[config.mk]
export PLATFORM = sky130hd
export DESIGN_NAME = assc_top
export DESIGN_NICKNAME = d
export VERILOG_FILES = /design/src/rtl/assc_pkg.sv /design/src/rtl/assc_priv_check.sv /design/src/rtl/assc_top.sv
export SDC_FILE = /design/constraint.sdc
export NUM_CORES = 1
export LEC_CHECK = 0
export BUFFER_PORTS_ARGS = -buffer_cell sky130_fd_sc_hd__buf_4
export CAP_MARGIN = 20
export CORE_ASPECT_RATIO = 1.2
export CORE_MARGIN = 2
export CORE_UTILIZATION = 30
export CTS_BUF_LIST = sky130_fd_sc_hd__clkbuf_2
export DETAILED_ROUTE_END_ITERATION = 10
export HOLD_SLACK_MARGIN = 0.12
export SYNTH_ARGS = -nofsm -noshare
export SYNTH_HDL_FRONTEND = slang
export SYNTH_SLANG_ARGS = --single-unit
[constraint.sdc]
create_clock -name MCLK -period 2.5 [get_ports MCLK]
set_clock_uncertainty 0.2 [all_clocks]
set_input_delay 0.125 -clock MCLK [delete_from_list [all_inputs] [get_ports MCLK]]
set_output_delay 0.125 -clock MCLK [all_outputs]
set_load 0.05 [all_outputs]
[src/rtl/assc_pkg.sv]
// Constants for the address space select and check block.
// Assumes a single core clock; space values are 8-bit identifiers, request kinds a 2-bit enum.
package assc_pkg;
   localparam int SPACE_W = 8;
   // Implicit space codes; the values are arbitrary
   localparam logic [7:0] PRIMARY_SPACE = 8'h80;
   localparam logic [7:0] PRIMARY_SPACE_LE = 8'h88;
   localparam logic [7:0] KERNEL_SPACE = 8'h04;
   localparam logic [7:0] KERNEL_SPACE_LE = 8'h0c;
   // Range limits of the privilege classes
   localparam logic [7:0] SUPV_LAST = 8'h2f;
   localparam logic [7:0] HYPER_LAST = 8'h7f;
   localparam logic [7:0] SPACE_RESET = 8'h00;
   typedef enum logic [1:0] {
      ASSC_KIND_FETCH,
      ASSC_KIND_DATA,
      ASSC_KIND_ALT
   } assc_kind_t;
endpackage

[src/rtl/assc_priv_check.sv]
// Privilege check of one space identifier against the current mode.
// Purely combinational; caller registers the result.
`timescale 1ns/1ps
module assc_priv_check (
   input wire logic [7:0] space,
   input wire logic hyper_mode_bit,
   input wire logic supervisor_bit,
   output logic fault
);
   always_comb begin
      // Full 8-bit compares, no bit subset decoded
      if (space <= assc_pkg::SUPV_LAST) begin
         fault = !hyper_mode_bit && !supervisor_bit;
      end else if (space <= assc_pkg::HYPER_LAST) begin
         fault = !hyper_mode_bit;
      end else begin
         fault = 1'b0;
      end
   end
endmodule // assc_priv_check

[src/rtl/assc_top.sv]
// Address space select and privilege check for fetch and load/store.
// Assumes a one-cycle request pulse from the pipeline, answered next cycle.
// Functional notes
// - Alternate access: immediate field, or register if select=1
// - Fetch: primary at level 0, kernel above
// - Data: same choice, little-endian variant when flag set
// - Hyperprivileged mode supplies no implicit identifier
// - Alternate access uses explicit identifier always
// - 0x00-0x2F fault only in nonprivileged mode
// - 0x30-0x7F allowed only in hyperprivileged mode
// - 0x80-0xFF allowed in every mode
// - All eight identifier bits decoded
`timescale 1ns/1ps
module assc_top (
   input wire logic MCLK,
   input wire logic RESETN,
   input wire logic REQ_VALID,
   input wire logic [1:0] REQ_KIND,
   input wire logic IMM_SELECT,
   input wire logic [7:0] IMM_SPACE,
   input wire logic [7:0] SPACE_REG,
   input wire logic [2:0] TRAP_LEVEL,
   input wire logic CURRENT_LITTLE_ENDIAN_FLAG,
   input wire logic HYPER_MODE_BIT,
   input wire logic SUPERVISOR_BIT,
   output logic ACC_VALID,
   output logic [7:0] ACC_SPACE,
   output logic ACC_PHYSICAL,
   output logic PRIV_FAULT
);
   // Which source supplies the identifier of the current request
   typedef enum logic [1:0] {
      ASSC_PATH_EXPLICIT,
      ASSC_PATH_PHYSICAL,
      ASSC_PATH_IMPLICIT
   } assc_path_t;

   logic is_fetch;
   logic is_alt;
   logic is_data;
   logic level_zero;
   assc_path_t path;
   logic [7:0] explicit_space;
   logic [7:0] fetch_space;
   logic [7:0] data_space;
   logic [7:0] implicit_space;
   logic [7:0] space_d;
   logic phys_d;
   logic fault_raw;
   logic fault_d;
   logic acc_valid_d;
   logic acc_valid_q;
   logic [7:0] acc_space_q;
   logic acc_phys_q;
   logic fault_q;

   // Kind compare at full width; code 3 is neither and falls to data
   function automatic logic kind_is(
      input logic [1:0] kind,
      input assc_pkg::assc_kind_t want
   );
      return kind == 2'(want);
   endfunction

   // Only zero against nonzero matters for the trap level
   function automatic logic at_level_zero(
      input logic [2:0] level
   );
      return level == 3'h0;
   endfunction

   // Little-endian variant chosen by the flag
   function automatic logic [7:0] pick_endian(
      input logic little,
      input logic [7:0] normal_space,
      input logic [7:0] little_space
   );
      logic [7:0] result;
      if (little) begin
         result = little_space;
      end else begin
         result = normal_space;
      end
      return result;
   endfunction

   // Hyper mode overrides implicit kinds only; alternate keeps its id
   function automatic assc_path_t path_of(
      input logic alt,
      input logic hyper
   );
      assc_path_t result;
      if (alt) begin
         result = ASSC_PATH_EXPLICIT;
      end else if (hyper) begin
         result = ASSC_PATH_PHYSICAL;
      end else begin
         result = ASSC_PATH_IMPLICIT;
      end
      return result;
   endfunction

   // Request decode
   assign is_alt = kind_is(REQ_KIND, assc_pkg::ASSC_KIND_ALT);
   assign is_fetch = kind_is(REQ_KIND, assc_pkg::ASSC_KIND_FETCH);
   assign is_data = !is_alt && !is_fetch;
   assign level_zero = at_level_zero(TRAP_LEVEL);
   assign path = path_of(is_alt, HYPER_MODE_BIT);

   // Explicit identifier, independent of level and endianness
   always_comb begin
      if (IMM_SELECT) begin
         explicit_space = SPACE_REG;
      end else begin
         explicit_space = IMM_SPACE;
      end
   end

   // Fetch ignores the endianness flag
   always_comb begin
      if (level_zero) begin
         fetch_space = assc_pkg::PRIMARY_SPACE;
      end else begin
         fetch_space = assc_pkg::KERNEL_SPACE;
      end
   end

   always_comb begin
      if (level_zero) begin
         data_space = pick_endian(CURRENT_LITTLE_ENDIAN_FLAG, assc_pkg::PRIMARY_SPACE,
                                  assc_pkg::PRIMARY_SPACE_LE);
      end else begin
         data_space = pick_endian(CURRENT_LITTLE_ENDIAN_FLAG, assc_pkg::KERNEL_SPACE,
                                  assc_pkg::KERNEL_SPACE_LE);
      end
   end

   always_comb begin
      if (is_data) begin
         implicit_space = data_space;
      end else begin
         implicit_space = fetch_space;
      end
   end

   always_comb begin
      space_d = assc_pkg::SPACE_RESET;
      phys_d = 1'b0;
      unique case (path)
         ASSC_PATH_EXPLICIT: begin
            space_d = explicit_space;
         end
         ASSC_PATH_PHYSICAL: begin
            // Physical addressing, no implicit identifier
            phys_d = 1'b1;
         end
         ASSC_PATH_IMPLICIT: begin
            space_d = implicit_space;
         end
      endcase
   end

   // Implicit identifiers are always legal for the mode that made them,
   // so only explicit ones go through the range check.
   assc_priv_check u_check (
      .space(space_d),
      .hyper_mode_bit(HYPER_MODE_BIT),
      .supervisor_bit(SUPERVISOR_BIT),
      .fault(fault_raw)
   );

   always_comb begin
      fault_d = 1'b0;
      acc_valid_d = 1'b0;
      if (REQ_VALID) begin
         // Range check applies to explicit identifiers only
         fault_d = is_alt && fault_raw;
         // A faulting access never reaches memory
         acc_valid_d = !fault_d;
      end
   end

   // Strobes last one cycle; identifier and physical flag hold
   // until the next request so the translation path can reuse them.
   always_ff @(posedge MCLK or negedge RESETN) begin
      if (!RESETN) begin
         acc_valid_q <= 1'b0;
      end else begin
         acc_valid_q <= acc_valid_d;
      end
   end

   always_ff @(posedge MCLK or negedge RESETN) begin
      if (!RESETN) begin
         fault_q <= 1'b0;
      end else begin
         fault_q <= fault_d;
      end
   end

   always_ff @(posedge MCLK or negedge RESETN) begin
      if (!RESETN) begin
         acc_space_q <= assc_pkg::SPACE_RESET;
      end else if (REQ_VALID) begin
         acc_space_q <= space_d;
      end
   end

   always_ff @(posedge MCLK or negedge RESETN) begin
      if (!RESETN) begin
         acc_phys_q <= 1'b0;
      end else if (REQ_VALID) begin
         acc_phys_q <= phys_d;
      end
   end

   // Data outputs straight from flip-flops
   assign ACC_VALID = acc_valid_q;
   assign ACC_SPACE = acc_space_q;
   assign ACC_PHYSICAL = acc_phys_q;
   assign PRIV_FAULT = fault_q;
endmodule // assc_top

# Yosys cells after proc, flatten, opt, wreduce, memory -nomap -nowiden
# Index checks and enable logic that the tools add are counted.
[word_totals]
ff_bits = 11
in_bits = 28
[classes]
n_mux = 14
reduce_logical = 11
n_eq_ne = 3
order_cmp = 2
[ops]
columns = ["op", "count"]
rows = [
  ["2-to-1 mux 8 bit", 4],
  ["case mux 8 bit (2 select lines)", 1],
  ["<= comparator 8 x 6 -> 1 bit, second input constant", 1],
  ["<= comparator 8 x 7 -> 1 bit, second input constant", 1],
  ["2-to-1 mux 4 bit", 2],
  ["logical NOT 1 bit", 5],
  ["2-to-1 mux 1 bit", 5],
  ["equality test 2 bit, second input constant", 2],
  ["logical NOT 2 bit", 2],
  ["2-to-1 mux 2 bit", 2],
  ["logical AND 1 bit", 3],
  ["logical NOT 3 bit", 1],
  ["equality test 2 x 1 -> 1 bit, second input constant", 1],
]

# Longest topological paths before layout
[logic_depth]
depth_word = 11
mapped_depth = 4
depth_no_buf = 3

# Modules after synthesis
# Synthesis repeated with hierarchy kept, for this count alone.
[hier_totals]
hier_cells = 59
hier_area_um2 = 630.6
[modules_own_cells]
columns = ["module", "cells_per_inst", "area_per_inst_um2", "instances", "seq_area_each_um2"]
rows = [
  ["assc_top", 56, 608.1, 1, 275.3],
  ["assc_priv_check", 3, 22.5, 1, 0.0],
]

# Worst setup path before layout
# Ideal clock, no wire load.
[synth_path]
path_type = "flip-flop to flip-flop"
start = "register, netlist name ACC_SPACE[6]"
end = "register acc_space_q[6] (netlist: ACC_SPACE[6])"
setup_slack_ps = 1312
n_path_buf = 0
required_time_ps = 2175
synth_period_minus_slack_ps = 1188
arrival_ps = 863
path_stages_with_launch = 2
path_cell_list = "dfrtp_1 -> mux2_2"
[synth_lines]
columns = ["item", "line_no", "text"]
rows = [
  ["end signal: assignment", "assc_top.sv:203", "acc_space_q <= assc_pkg::SPACE_RESET;"],
  ["end signal: assignment", "assc_top.sv:205", "acc_space_q <= space_d;"],
  ["end: declaration", "assc_top.sv:53", "logic [7:0] acc_space_q;"],
]

# Worst setup path in the final report
[layout_path]
start = "input port TRAP_LEVEL[2]"
end = "register acc_space_q[7] (netlist: ACC_SPACE[7])"
[layout_via]
elab_chain_cells = 4
elab_cells_between_ends = 5
classes_between = "4 x mux; 1 x reduce/logical"
[layout_lines]
columns = ["item", "line_no", "text"]
rows = [
  ["start: declaration", "assc_top.sv:22", "input wire logic [2:0] TRAP_LEVEL,"],
  ["logical NOT 3 bit *", "assc_top.sv:69", "return level == 3'h0;"],
  ["2-to-1 mux 8 bit (on tied branches)", "assc_top.sv:121, assc_top.sv:129", ""],
  ["2-to-1 mux 8 bit *", "assc_top.sv:139", "if (is_data) begin"],
  ["case mux 8 bit (2 select lines) *", "assc_top.sv:149", "unique case (path)"],
]
# Mark *: on every way between the ends. The rest lies on a longest branch, timed or not.
# A chain may end at the register's enable or synchronous reset.

==> run_results.csv <==
group,metric,value,unit
status,outcome,"finished, final reports clean",
power_and_ir_drop,p_sw,173,uW
setup_path,crit_start,"TRAP_LEVEL[2]",
power_and_ir_drop,p_total,498,uW
setup_path,crit_slowest_cell,"dlygate4sd3_1",
synthesis,syn_inst,53,
setup_path,crit_end,"ACC_SPACE[7]",
clock_tree,cts.path.max_buffers,2,
global_routing,grt_overflow,0,
setup_path,slowest_delay,0.58,ns
clock_tree,cts-root-buf,"clkbuf_2",
timing,tns,0,ns
power_and_ir_drop,p_leak,0.595,nW
synthesis,ys.warnings.count,0,
setup_path,path_max_fanout,2,
clock_tree,cts_setup_buffers,0,
timing,hold_viol_final,0,
setup_path,worstReg2RegEnd,"ACC_SPACE[4]",
setup_path,required,2.51,ns
place,hpwl,1.17,mm
cells_and_area,antenna_cells,0,
setup_path,cp-end-kind,"register",
cells_and_area,regArea,275,um^2
global_routing,antenna_found_initial,0,
setup_path,critical-path-top-delay-family,"buffers and inverters",
synthesis,syn_avg_cell_area,10.9,um^2
job,max-cap-violations,0,
setup_path,critical_path.cell_chain,"dlygate4sd3_1 -> buf_4 -> nor3_1 -> dlygate4sd3_1 -> nand3b_1 -> dlygate4sd3_1 -> a31oi_1",
setup_path,r2r_setup_slack,1.07,ns
power_and_ir_drop,pwr-share-comb,38.7,%
timing,period_share,92.5,%
timing,max_slew.worst_pin.slew,0.508,ns
drt,route.vias.total,707,
setup_path,path_depth,7,
global_routing,grt_util_met2,37.3,%
drt,post_drt_wl_per_cell,13.7,um
global_routing,grt_start_max_net_pins,13,
power_and_ir_drop,seq_power_share,39.8,%
floorplan,die_x,44.1,um
drt,drt_first_pass_iters,4,
timing,setup_violations,0,
cells_and_area,drive_gt1_share,37.4,%
power_and_ir_drop,power.share.clock,21.5,%
place,dp_cells,108,
timing,max-slew-margin-rel,66.0,%
clock_tree,cts-buffers-inserted,3,
cells_and_area,nFillCells,170,
synthesis,synth-seq-cells,11,
setup_path,r2r_cells,3,
floorplan,rows,17,
cells_and_area,final_area,1190,um^2
global_routing,met3_usage,1.04,%
worst_hold_path,hp-class,"in -> reg",
power_and_ir_drop,p_int,325,uW
setup_path,cpMostUsedCell,"dlygate4sd3_1",
drt,drt-initial-drc-count,11,
clock_tree,cts_sinks,11,
cells_and_area,multi_input_comb_area,282,um^2
setup_path,r2r-start,"ACC_SPACE[4]",
floorplan,dieArea,2300,um^2
place,place_congestion,0.754,
floorplan,die_h,52.1,um
place,preCtsSetupSlack,1.18,ns
global_routing,track_usage,18.7,%
clock_tree,clk_latency,0.28,ns
setup_path,cp-start-kind,"primary input",
floorplan,initial_core_util,31.7,%
global_routing,grt_pass1_wl,3.06,mm
floorplan,ios,39,
drt,postRouteAntennaNets,0,
timing,period_minus_slack,2.31,ns
setup_path,critPathKind,"in -> reg",
timing,drv_slew,0,
place,io_buffers,38,
drt,vias_per_cell,4.98,
synthesis,synth_nets,81,
drt,route.detailed.drc,0,
clock_tree,cts_tree,"yes",
power_and_ir_drop,switching_share,34.7,%
clock_tree,htreeDepth,1,
global_routing,grt_pass1_vias,731,
setup_path,arrival,2.32,ns
clock_tree,clk_pin_slew_worst_paths,0.13,ns
global_routing,top_usage_layer,"met2",
power_and_ir_drop,vdd_drop_max,0.307,mV
floorplan,core_area,1830,um^2
synthesis,synth_area,579,um^2
synthesis,synthDistinctLibCells,22,
timing,rsz0062_at_grt,"no",
timing,fin_ws,0.187,ns
cells_and_area,nets,152,
cells_and_area,syn2layout_area_growth,106,%
cells_and_area,stdcell_count,142,
synthesis,ys_seq_area_share,47.5,%
timing,fmax,0.432,GHz
place,placed_area,873,um^2
power_and_ir_drop,power.density,417,nW/um^2
drt,wirelength,1.95,mm
setup_path,crit_buf_inv,4,
global_routing,grtUsageMet1,18.1,%
-- per-stage QoR --
| step | utilization, % | hold slack (ns) |
|---|---|---|
| 5_1_grt | 65.3 | 0.153 |
| 2_1_floorplan | - | -0.371 |
| 3_3_place_gp | 47.7 | -0.231 |
| 6_report | 65.3 | 0.120 |
| 4_1_cts | 65.8 | 0.127 |
| 3_5_place_dp | 47.7 | -0.229 |
-- flip-flops by register name (all words and copies together) (netlist names) --
name / cells
ACC_SPACE: 8
ACC_VALID: 1
PRIV_FAULT: 1
ACC_PHYSICAL: 1
-- worst reg2reg max path, stage by stage (launching register included) --
cell	delay, ns
dfrtp_1	0.42
nand2_1	0.07
o31ai_1	0.07
dlygate4sd3_1	0.57
-- layout make-up --
class	count	area share, %
flip-flops and latches	11	23.1
well taps	19	1.99
repair buffers	68	49.1
clock inverters	1	0.419
inverters	2	0.629
multi-input cells	38	23.6
clock buffers	3	1.26
-- placed cells by master (no fill, tap or decap), types with 2 or more instances in the layout --
cell            n
buf_4          38
o31ai_1         2
clkbuf_2        3
dlygate4sd3_1  30
nor2_1          3
dfrtp_1        11
mux2_2          2
o2bb2ai_1       3
inv_1           2
nand2_1         8
nor3_1          2
a31oi_1         2
mux2i_1         6
-- cell families (layout without fill, tap and decap cells) --
| group | Yosys count | after routing | share of synthesized area (%) |
|---|---|---|---|
| and+or+nand+nor | 18 | 18 | 16.4 |
| AOI/OAI and AO/OA | 11 | 11 | 15.3 |
| buffers and inverters | 4 | 74 | 3.89 |
| DFF | 11 | 11 | 47.5 |
| muxes | 9 | 9 | 16.8 |
-- power by group through the flow --
| stage | registers [mW] | logic, mW | clock network [mW] |
|---|---|---|---|
| 2_1_floorplan | 0.247 | 0.0379 | 0 |
| 3_3_place_gp | 0.201 | 0.149 | 0 |
| 3_5_place_dp | 0.202 | 0.149 | 0 |
| 4_1_cts | 0.198 | 0.191 | 0.108 |
| 5_1_grt | 0.200 | 0.204 | 0.117 |
| 6_report | 0.198 | 0.193 | 0.107 |
-- metal layers --
layer / wire, um / vias up / part of all wire (%)
li1: - / 339 / -
met2: 1080 / 25 / 56
met4: 49 / 0 / 2.5
met3: 102 / 5 / 5.2
met1: 712 / 338 / 37
met5: 0 / - / 0
-- repair_timing --
action                     4_1_cts  5_1_grt
hold endpoints to repair        22        0
setup endpoints to repair        0        1
gates resized for setup          0        0
hold buffers                    31        0
-- cells in the mapped netlist --
master / instances / share of area (%)
dfrtp_1: 11 / 48
nand2_1: 8 / 5.2
mux2i_1: 6 / 10
nor2_1: 3 / 1.9
o2bb2ai_1: 3 / 4.5
a31oi_1: 2 / 2.2
inv_1: 2 / 1.3
mux2_2: 2 / 3.9
nor3_1: 2 / 1.7
o31ai_1: 2 / 2.6
buf_6: 1 / 1.9
clkbuf_1: 1 / 0.65
mux2_4: 1 / 2.6
nand3b_1: 1 / 1.3
nor2b_1: 1 / 1.1
nor3_4: 1 / 2.8
o21a_1: 1 / 1.3
o221ai_1: 1 / 1.5
o311a_1: 1 / 1.7
o32ai_1: 1 / 1.5
or2b_1: 1 / 1.3
or3_1: 1 / 1.1
-- how the worst min path moves through the flow --
stage                      start      endpoint  slack, ns  cells after the start
floorplan                 RESETN  ACC_PHYSICAL      -0.37                      0
global placement          RESETN     ACC_VALID      -0.23                      1
detailed placement        RESETN     ACC_VALID      -0.23                      1
CTS                 IMM_SPACE[6]  ACC_SPACE[6]       0.13                      4
global route         REQ_KIND[1]  ACC_SPACE[0]       0.15                      4
finish               REQ_KIND[1]  ACC_SPACE[0]       0.12                      4
(Power assumes the default switching activity.)
